[config.mk]
export PLATFORM = sky130hd
export DESIGN_NAME = lbo_local_bus_order
export DESIGN_NICKNAME = d
export VERILOG_FILES = /design/src/hw/lbo_pkg.sv /design/src/hw/lbo_arb_sample.sv /design/src/hw/lbo_local_bus_order.sv
export SDC_FILE = /design/constraint.sdc
export NUM_CORES = 1
export LEC_CHECK = 0
export BUFFER_PORTS_ARGS = -buffer_cell sky130_fd_sc_hd__buf_2
export CORE_UTILIZATION = 25
export CTS_CLUSTER_DIAMETER = 30
export DETAILED_ROUTE_END_ITERATION = 7
export PLACE_DENSITY = 0.5
export SLEW_MARGIN = 20
export SYNTH_ARGS = -nofsm -noshare
export SYNTH_HDL_FRONTEND = slang
export SYNTH_SLANG_ARGS = --single-unit
export TNS_END_PERCENT = 20
[constraint.sdc]
create_clock -name pclk -period 6.65 [get_ports pclk]
set_input_delay 0.9975 -clock pclk [delete_from_list [all_inputs] [get_ports pclk]]
set_output_delay 0.9975 -clock pclk [all_outputs]
set_load 0.05 [all_outputs]
[src/hw/lbo_pkg.sv]
package lbo_pkg;

    // ****************************************************************
    // Register byte offsets.
    // ****************************************************************
    localparam logic [11:0] LBO_CTRL_OFS   = 12'h000;
    localparam logic [11:0] LBO_STATUS_OFS = 12'h004;
    localparam logic [11:0] LBO_WMARK_OFS  = 12'h008;

    // ****************************************************************
    // Control register fields.
    // ****************************************************************
    localparam int LBO_NO_ORDER_POS  = 0;
    localparam int LBO_SYNC_GNT_POS  = 1;
    localparam int LBO_SYNC_BSY_POS  = 2;
    localparam int LBO_HOLD_BUS_POS  = 3;
    localparam int LBO_STYLE_POS     = 4;
    localparam int LBO_CTRL_BITS     = 6;

    // ****************************************************************
    // Reset values and widths.
    // ****************************************************************
    localparam int          LBO_WM_W         = 5;
    localparam logic [LBO_WM_W-1:0] LBO_WMARK_RST = 5'h04;
    localparam logic [1:0]  LBO_STYLE_RST    = 2'h0;

    // ****************************************************************
    // Bus styles, ordering phases and arbitration states.
    // ****************************************************************
    typedef enum logic [1:0]
    {
        LBO_STYLE_ONE   = 2'b00,
        LBO_STYLE_TWO   = 2'b01,
        LBO_STYLE_THREE = 2'b10
    } lbo_style_t;

    typedef enum logic [2:0]
    {
        LBO_ORD_IDLE  = 3'b000,
        LBO_ORD_PDRN  = 3'b001,
        LBO_ORD_READ  = 3'b010,
        LBO_ORD_QDRN  = 3'b011,
        LBO_ORD_DONE  = 3'b100
    } lbo_ord_t;

    typedef enum logic [1:0]
    {
        LBO_ARB_IDLE = 2'b00,
        LBO_ARB_REQ  = 2'b01,
        LBO_ARB_WAIT = 2'b10,
        LBO_ARB_OWN  = 2'b11
    } lbo_arb_t;

endpackage : lbo_pkg

[src/hw/lbo_arb_sample.sv]
`timescale 1ns/1ns

// ****************************************************************
// Grant and busy sampling for the local bus arbiter.
// ****************************************************************
module lbo_arb_sample
    import lbo_pkg::*;
(
    input  wire logic pclk,
    input  wire logic presetn,
    input  wire logic sync_mode,
    input  wire logic bus_grant_n,
    input  wire logic bus_busy_n,
    output logic      grant_seen,
    output logic      busy_free
);

    logic [1:0] fall_q;
    logic [1:0] fall_d;
    logic [1:0] rise_q;
    logic [1:0] rise_d;

    // Asynchronous path: falling edge catches, rising edge re-samples.
    always_comb
    begin
        fall_d = {bus_busy_n, bus_grant_n};
        rise_d = fall_q;
    end

    always_ff @(negedge pclk or negedge presetn)
    begin
        if (!presetn)
            fall_q <= 2'h3;
        else
            fall_q <= fall_d; // [RULE_10]
    end

    always_ff @(posedge pclk or negedge presetn)
    begin
        if (!presetn)
            rise_q <= 2'h3;
        else
            rise_q <= rise_d; // [RULE_10]
    end

    // In synchronous mode the arbiter shares this clock, so the pins are taken at the rising edge directly.
    // That is the clock saved against the two-edge chain.
    always_comb
    begin
        if (sync_mode)
        begin
            grant_seen = !bus_grant_n; // [RULE_11]
            busy_free  = bus_busy_n;
        end
        else
        begin
            grant_seen = !rise_q[0]; // [RULE_10]
            busy_free  = rise_q[1];
        end
    end

endmodule : lbo_arb_sample

[src/hw/lbo_local_bus_order.sv]
// The implementer's own choices: the register offsets and the APB register port.
`timescale 1ns/1ns

// Overview of operation
// RULE_01 - After a target read is latched, retry non-register target accesses until read done.
// RULE_02 - Drain the PCI-to-local write FIFO before the latched read runs locally.
// RULE_03 - After the local read, drain local-to-PCI writes before returning read data.
// RULE_04 - While draining local-to-PCI writes, retry non-register slave accesses only.
// RULE_05 - When read may complete, accept PCI-to-local then local-to-PCI posted writes again.
// RULE_06 - DMA transfers are never held back by read ordering.
// RULE_07 - With no-ordering set, reads do not wait for the other channel's writes.
// RULE_08 - Request the local bus for a pending read or enough queued write entries.
// RULE_09 - Assert request; on grant with bus free, assert busy and drop request.
// RULE_10 - Style one defaults to asynchronous, double-sampling grant and busy on both edges.
// RULE_11 - Both sync bits set make grant and busy sampled synchronously, saving a clock.
// RULE_12 - The style-one processor must program its arbitration timing mode to asynchronous.
// RULE_13 - With that processor's core disabled, an external arbiter is needed.
// RULE_14 - With hold-bus set, keep local bus ownership across consecutive transactions.
// RULE_15 - Software keeps hold-bus clear for DMA with the style-two memory controller.
// RULE_16 - In style two, assert busy one clock after grant is sampled.
// RULE_17 - Styles two and three default synchronous; both sync bits zero select asynchronous.
// RULE_18 - Other local bus signalling is sampled and driven on the local clock.
module lbo_local_bus_order
    import lbo_pkg::*;
#(
    parameter int WM_W = LBO_WM_W
)
(
    input  wire logic              pclk,
    input  wire logic              presetn,
    input  wire logic              psel,
    input  wire logic              penable,
    input  wire logic              pwrite,
    input  wire logic [11:0]       paddr,
    input  wire logic [31:0]       pwdata,
    output logic [31:0]            prdata,
    output logic                   pready,
    output logic                   pslverr,
    input  wire logic              tgt_read_latch,
    input  wire logic              tgt_read_done,
    input  wire logic              tgt_read_returned,
    input  wire logic              slv_read_pending,
    input  wire logic [WM_W-1:0]   pxf_count,
    input  wire logic              qxf_empty,
    input  wire logic              dma_req,
    input  wire logic              xfer_active,
    input  wire logic              bus_grant_n,
    input  wire logic              bus_busy_n,
    output logic                   tgt_retry,
    output logic                   slv_retry,
    output logic                   pxf_accept,
    output logic                   qxf_accept,
    output logic                   read_go,
    output logic                   read_return_ok,
    output logic                   bus_request_n,
    output logic                   bus_busy_out_n,
    output logic                   bus_busy_oe_n,
    output logic                   bus_owned
);

    // ****************************************************************
    // Register file.
    // ****************************************************************
    logic [LBO_CTRL_BITS-1:0] ctrl_q;
    logic [LBO_CTRL_BITS-1:0] ctrl_d;
    logic [WM_W-1:0]          wmark_q;
    logic [WM_W-1:0]          wmark_d;
    logic [31:0]              prdata_q;
    logic [31:0]              prdata_d;
    logic                     pready_q;
    logic                     pready_d;
    logic                     pslverr_q;
    logic                     pslverr_d;
    logic                     acc;
    logic                     hit;
    logic                     no_order;
    logic                     sync_mode;
    logic                     hold_bus;
    lbo_style_t               style;
    lbo_ord_t                 ord_q;
    lbo_ord_t                 ord_d;
    lbo_arb_t                 arb_q;
    lbo_arb_t                 arb_d;

    assign acc       = psel && penable && !pready_q;
    assign hit       = (paddr == LBO_CTRL_OFS) || (paddr == LBO_STATUS_OFS) || (paddr == LBO_WMARK_OFS);
    assign no_order  = ctrl_q[LBO_NO_ORDER_POS];
    assign hold_bus  = ctrl_q[LBO_HOLD_BUS_POS];
    assign style     = lbo_style_t'(ctrl_q[LBO_STYLE_POS +: 2]);
    // Style one needs both bits set; the other styles stay async only when both are clear.
    assign sync_mode = (style == LBO_STYLE_ONE)
                     ? (ctrl_q[LBO_SYNC_GNT_POS] && ctrl_q[LBO_SYNC_BSY_POS])    // [RULE_10] [RULE_11]
                     : (ctrl_q[LBO_SYNC_GNT_POS] || ctrl_q[LBO_SYNC_BSY_POS]);  // [RULE_17]

    always_comb
    begin
        ctrl_d    = ctrl_q;
        wmark_d   = wmark_q;
        prdata_d  = prdata_q;
        pready_d  = acc;
        pslverr_d = acc && !hit;
        if (acc && pwrite && paddr == LBO_CTRL_OFS)
            ctrl_d = pwdata[LBO_CTRL_BITS-1:0];
        if (acc && pwrite && paddr == LBO_WMARK_OFS)
            wmark_d = pwdata[WM_W-1:0];
        if (acc && !pwrite)
        begin
            prdata_d = 32'h0;
            if (paddr == LBO_CTRL_OFS)
                prdata_d[LBO_CTRL_BITS-1:0] = ctrl_q;
            else if (paddr == LBO_STATUS_OFS)
                prdata_d = {25'h0, bus_owned, arb_q, ord_q, tgt_retry};
            else if (paddr == LBO_WMARK_OFS)
                prdata_d[WM_W-1:0] = wmark_q;
        end
    end

    always_ff @(posedge pclk or negedge presetn)
    begin
        if (!presetn)
        begin
            ctrl_q    <= {LBO_STYLE_RST, 4'h0};
            wmark_q   <= LBO_WMARK_RST;
            prdata_q  <= 32'h0;
            pready_q  <= 1'b0;
            pslverr_q <= 1'b0;
        end
        else
        begin
            ctrl_q    <= ctrl_d;
            wmark_q   <= wmark_d;
            prdata_q  <= prdata_d;
            pready_q  <= pready_d;
            pslverr_q <= pslverr_d;
        end
    end

    assign prdata  = prdata_q;
    assign pready  = pready_q;
    assign pslverr = pslverr_q;

    // ****************************************************************
    // Read versus posted write ordering.
    // ****************************************************************
    logic pxf_empty;
    logic tgt_retry_d;
    logic slv_retry_d;
    logic pxf_acc_d;
    logic qxf_acc_d;
    logic read_go_d;
    logic ret_ok_d;
    logic tgt_retry_q;
    logic slv_retry_q;
    logic pxf_acc_q;
    logic qxf_acc_q;
    logic read_go_q;
    logic ret_ok_q;

    assign pxf_empty = (pxf_count == '0);

    always_comb
    begin
        ord_d = ord_q;
        unique case (ord_q)
            LBO_ORD_IDLE:
                if (tgt_read_latch)
                    ord_d = LBO_ORD_PDRN; // [RULE_01] [RULE_02]
            LBO_ORD_PDRN:
                if (pxf_empty)
                    ord_d = LBO_ORD_READ; // [RULE_02]
            LBO_ORD_READ:
                if (tgt_read_done)
                    ord_d = no_order ? LBO_ORD_DONE : LBO_ORD_QDRN; // [RULE_07]
            LBO_ORD_QDRN:
                if (qxf_empty)
                    ord_d = LBO_ORD_DONE; // [RULE_03]
            LBO_ORD_DONE:
                if (tgt_read_returned)
                    ord_d = LBO_ORD_IDLE;
            default:
                ord_d = LBO_ORD_IDLE;
        endcase
    end

    // Retry flags cover only target and slave ports; DMA never sees them.
    always_comb
    begin
        tgt_retry_d = (ord_d == LBO_ORD_PDRN) || (ord_d == LBO_ORD_READ) || (ord_d == LBO_ORD_QDRN); // [RULE_01] [RULE_06]
        slv_retry_d = (ord_d == LBO_ORD_QDRN); // [RULE_04]
        read_go_d   = (ord_d == LBO_ORD_READ);
        ret_ok_d    = (ord_d == LBO_ORD_DONE); // [RULE_03]
        pxf_acc_d   = (ord_d == LBO_ORD_IDLE) || (ord_d == LBO_ORD_DONE); // [RULE_05]
        qxf_acc_d   = (ord_d != LBO_ORD_QDRN); // [RULE_05]
    end

    always_ff @(posedge pclk or negedge presetn)
    begin
        if (!presetn)
        begin
            ord_q       <= LBO_ORD_IDLE;
            tgt_retry_q <= 1'b0;
            slv_retry_q <= 1'b0;
            pxf_acc_q   <= 1'b1;
            qxf_acc_q   <= 1'b1;
            read_go_q   <= 1'b0;
            ret_ok_q    <= 1'b0;
        end
        else
        begin
            ord_q       <= ord_d;
            tgt_retry_q <= tgt_retry_d;
            slv_retry_q <= slv_retry_d;
            pxf_acc_q   <= pxf_acc_d;
            qxf_acc_q   <= qxf_acc_d;
            read_go_q   <= read_go_d;
            ret_ok_q    <= ret_ok_d;
        end
    end

    assign tgt_retry      = tgt_retry_q;
    assign slv_retry      = slv_retry_q;
    assign pxf_accept     = pxf_acc_q;
    assign qxf_accept     = qxf_acc_q;
    assign read_go        = read_go_q;
    assign read_return_ok = ret_ok_q;

    // ****************************************************************
    // Local bus arbitration.
    // ****************************************************************
    logic need_bus;
    logic grant_seen;
    logic busy_free;
    logic xfer_sync1_q;
    logic xfer_q;
    logic breq_n_q;
    logic breq_n_d;
    logic bbsy_n_q;
    logic bbsy_n_d;
    logic boe_n_q;
    logic boe_n_d;

    lbo_arb_sample u_sample
    (
        .pclk        (pclk),
        .presetn     (presetn),
        .sync_mode   (sync_mode),
        .bus_grant_n (bus_grant_n),
        .bus_busy_n  (bus_busy_n),
        .grant_seen  (grant_seen),
        .busy_free   (busy_free)
    );

    // A write waits for the watermark so a burst is not split by arbitration.
    assign need_bus = read_go_q || slv_read_pending || dma_req || (pxf_count >= wmark_q); // [RULE_08] [RULE_06]

    always_comb
    begin
        arb_d    = arb_q;
        breq_n_d = breq_n_q;
        bbsy_n_d = bbsy_n_q;
        boe_n_d  = boe_n_q;
        unique case (arb_q)
            LBO_ARB_IDLE:
                if (need_bus)
                begin
                    arb_d    = LBO_ARB_REQ;
                    breq_n_d = 1'b0; // [RULE_09]
                end
            LBO_ARB_REQ:
                if (grant_seen && busy_free)
                begin
                    breq_n_d = 1'b1; // [RULE_09]
                    if (style == LBO_STYLE_TWO)
                        arb_d = LBO_ARB_WAIT; // [RULE_16]
                    else
                    begin
                        arb_d    = LBO_ARB_OWN;
                        bbsy_n_d = 1'b0; // [RULE_09]
                        boe_n_d  = 1'b0;
                    end
                end
            LBO_ARB_WAIT:
            begin
                arb_d    = LBO_ARB_OWN;
                bbsy_n_d = 1'b0; // [RULE_16]
                boe_n_d  = 1'b0;
            end
            LBO_ARB_OWN:
                if (!xfer_q && !need_bus && !hold_bus)
                begin
                    arb_d    = LBO_ARB_IDLE;
                    bbsy_n_d = 1'b1;
                end
                else if (!xfer_q && need_bus && !hold_bus && breq_n_q && bbsy_n_q)
                    arb_d = LBO_ARB_IDLE;
                // Busy stays low between transactions while hold-bus is set. [RULE_14]
        endcase
        if (arb_q == LBO_ARB_IDLE && bbsy_n_q)
            boe_n_d = 1'b1;
    end

    // Completion from the local bus is a pin-side level, so it is synchronised. [RULE_18]
    always_ff @(posedge pclk or negedge presetn)
    begin
        if (!presetn)
        begin
            arb_q        <= LBO_ARB_IDLE;
            breq_n_q     <= 1'b1;
            bbsy_n_q     <= 1'b1;
            boe_n_q      <= 1'b1;
            xfer_sync1_q <= 1'b0;
            xfer_q       <= 1'b0;
        end
        else
        begin
            arb_q        <= arb_d;
            breq_n_q     <= breq_n_d;
            bbsy_n_q     <= bbsy_n_d;
            boe_n_q      <= boe_n_d;
            xfer_sync1_q <= xfer_active;
            xfer_q       <= xfer_sync1_q;
        end
    end

    assign bus_request_n  = breq_n_q;
    assign bus_busy_out_n = bbsy_n_q;
    assign bus_busy_oe_n  = boe_n_q;
    assign bus_owned      = !bbsy_n_q;

endmodule : lbo_local_bus_order

==> reports/results.txt <==
Final Hold Fails - 0
Pwr Density - 261 mW/mm^2
I/O pin total - 107
Share of flip-flops with an asynchronous set or reset - 100%
Rows - 34
Die area - 0.00945 mm^2
Crit. End Element - flop
TritonRoute pass-1 iters - 4
Clk slew on worst S/H paths - 0.08 ns
Final Skew - 0.0585 ns
Initial antenna violation count - 0
Fin. max-slew vios - 0
RSZ-0062 raised after global routing - no
# setup viols final - 0
Largest net degree at the start of global routing - 37
Hold Buf Count CTS - 0
Layout Nets - 337
DRT iter0 DRCs - 91
Placer Congestion - 0.745
Post-synth EDFFs - 0
Maxcap violations - 0
Max incr delay on CP - 0.11 ns
Worst IR Drop VDD - 135 uV
Slew Limit Headroom - 64.6%
DRC - 0
Crit path DAT - 1.10 ns
Initial Util - 25.9%
Via Count - 1,615
Post-Place Worst Slack - 2.14 ns
Slowest cell on crit path - buf_2
Post-CTS Setup Bufs - 0
Met1 Routed Length - 2.36 mm
Critical Path, Cell by Cell - buf_2
Port Buf Inserts - 55
Overall Power - 696 uW
Slew @ Worst Pin - 0.531 ns
Layout cells sized above 1 - 34.7%
Vias in the first global route - 1,658
Crit path buffers/inverters - 1
Mapped Avg Cell Area - 11.0 um^2
Post-synth cell types - 47
Setup crit start kind - primary input
Worst reg2reg path depth - 0
Ys flop type - dfrtp_1
Remaining Overflow, GRT - 0
Syn Inst Count - 206
Layout area overhead - 17.8%
Fin Hold WS - 0.352 ns
TritonCTS sink count - 40
ANT nets after route - 0
H-tree depth - 2
First-pass GRT wire length - 8.45 mm
Sequential share of the synthesized area - 44.7%
Routed vias/inst - 4.33
Post-DP HPWL - 3.90 mm
Crit Path Category - primary input to flop
WL per Instance - 13.5 um
Crit path max-delay family - buffers and inverters
Ys Warns - 0
Fin Setup TNS - 0 ns
Post-CTS sizing - 0
WHS Path Cells - 0
Syn Std Cell Area - 0.00227 mm^2
N_diodes - 0
Status - finished, final reports clean
Top Metal Used - met4
PnR worst setup slack - 2.50 ns
Worst-path fanout max - 2
Met2 wire len - 2.42 mm
Die width - 97.2 um
Yosys reg bits - 40
Critical Path RT - 3.60 ns
Met3 WL - 226 um
Placed insts - 364
CTS tree - built
Hold Crit Class - flop to flop
Cell Count, Final, Fillers Out - 373
Total CTS buffers - 5
Core ar. - 0.00876 mm^2
Clk buf depth - 2
GRT Total Usage - 11.4%
Clk_lat worst skew - 0.35 ns
Leakage - 0.00135 uW
Total wire length - 5.03 mm
Die Ht - 97.2 um
Stages on worst setup path - 1
Root Buffer - clkbuf_8
==> registers in the layout, summed over array words and instances (netlist names) <==
register	flops
arb_q	2
bus_busy_oe_n	1
bus_busy_out_n	1
bus_request_n	1
ctrl_q	6
ord_q	3
prdata	7
pready	1
pslverr	1
pxf_accept	1
qxf_accept	1
read_go	1
read_return_ok	1
slv_retry	1
tgt_retry	1
u_sample.fall_q	2
u_sample.rise_q	2
wmark_q	5
xfer_q	1
xfer_sync1_q	1
==> metrics by stage <==
| stage | utilization (%) | cell area [um^2] |
|---|---|---|
| 2_1_floorplan | - | 2360 |
| 3_3_place_gp | 29.2 | 2560 |
| 3_5_place_dp | 29.2 | 2560 |
| 4_1_cts | 30.5 | 2670 |
| 5_1_grt | 30.5 | 2670 |
| 6_report | 30.5 | 2670 |
==> area by class of cell <==
class	instances	area [um^2]
clock buffer	6	72.6
multi-input combinational	149	1090
inverter	10	37.5
fill	929	6090
sequential	40	1010
tap	108	135
clock inverter	4	42.5
timing repair buffer	56	283
==> where the power goes <==
group / total, uW / switching [uW] / internal, uW / leakage (uW)
Clock: 201 / 87.6 / 113 / 0.0000658
Combinational: 208 / 141 / 66.4 / 0.000784
Sequential: 288 / 19.3 / 269 / 0.000504
==> synthesized netlist by cell type (all sizes together), types with 3 or more instances <==
cell     n  area (um^2)
mux2    15          210
nor2    11         41.3
mux2i    4         40.0
a31oi    3         18.8
nand2b  11         76.3
buf     28          209
or3      4         25.0
inv     11         41.3
o41ai    5         43.8
dfrtp   30          751
o21ai    4         20.0
ha      10          125
nand2   16         62.6
a22oi    5         37.5
dfstp   10          263
nor3     5         41.3
a21oi    6         30.0
nor3b    3         22.5
nor4     4         55.1
==> path summary, 6_finish.rpt <==
path / endpoint / slack (ns) / from
hold / removal: xfer_q / 0.35 / xfer_sync1_q
setup / recovery: u_sample.fall_q[1] / 2.50 / bus_busy_n
setup reg to reg: u_sample.rise_q[0] / 2.71 / u_sample.fall_q[0]
max in group asynchronous: u_sample.fall_q[1] / 2.63 / presetn
hold reg to reg: xfer_q / 0.35 / xfer_sync1_q
min in group asynchronous: u_sample.rise_q[0] / 0.71 / presetn
==> layout by cell type (no fill, tap or decap), drive strengths merged, types with 5 or more instances in the layout <==
master / instances
ha: 10
dfrtp: 30
a22oi: 5
nor2: 11
dfstp: 10
mux2: 15
nor3: 5
inv: 12
nand2b: 11
conb: 25
nand2: 16
a21oi: 6
clkbuf: 6
buf: 56
o41ai: 5
==> routing by layer <==
layer	vias to the layer above	GRT usage, %
li1	788	-
met1	774	14.8
met2	51	18.4
met3	2	3.09
met4	0	3.51
met5	-	0
==> cell families (layout without fill, tap and decap cells) <==
logic type	count (synthesis)	in the layout	synth area share [%]
AOI/OAI and AO/OA	34	34	10.8
adders and majority gates	10	10	5.52
buffers and inverters	41	76	11.4
DFF	40	40	44.7
muxes	19	19	11.0
other	1	25	0.165
and+or+nand+nor	61	61	16.4
(Power assumes the default switching activity.)
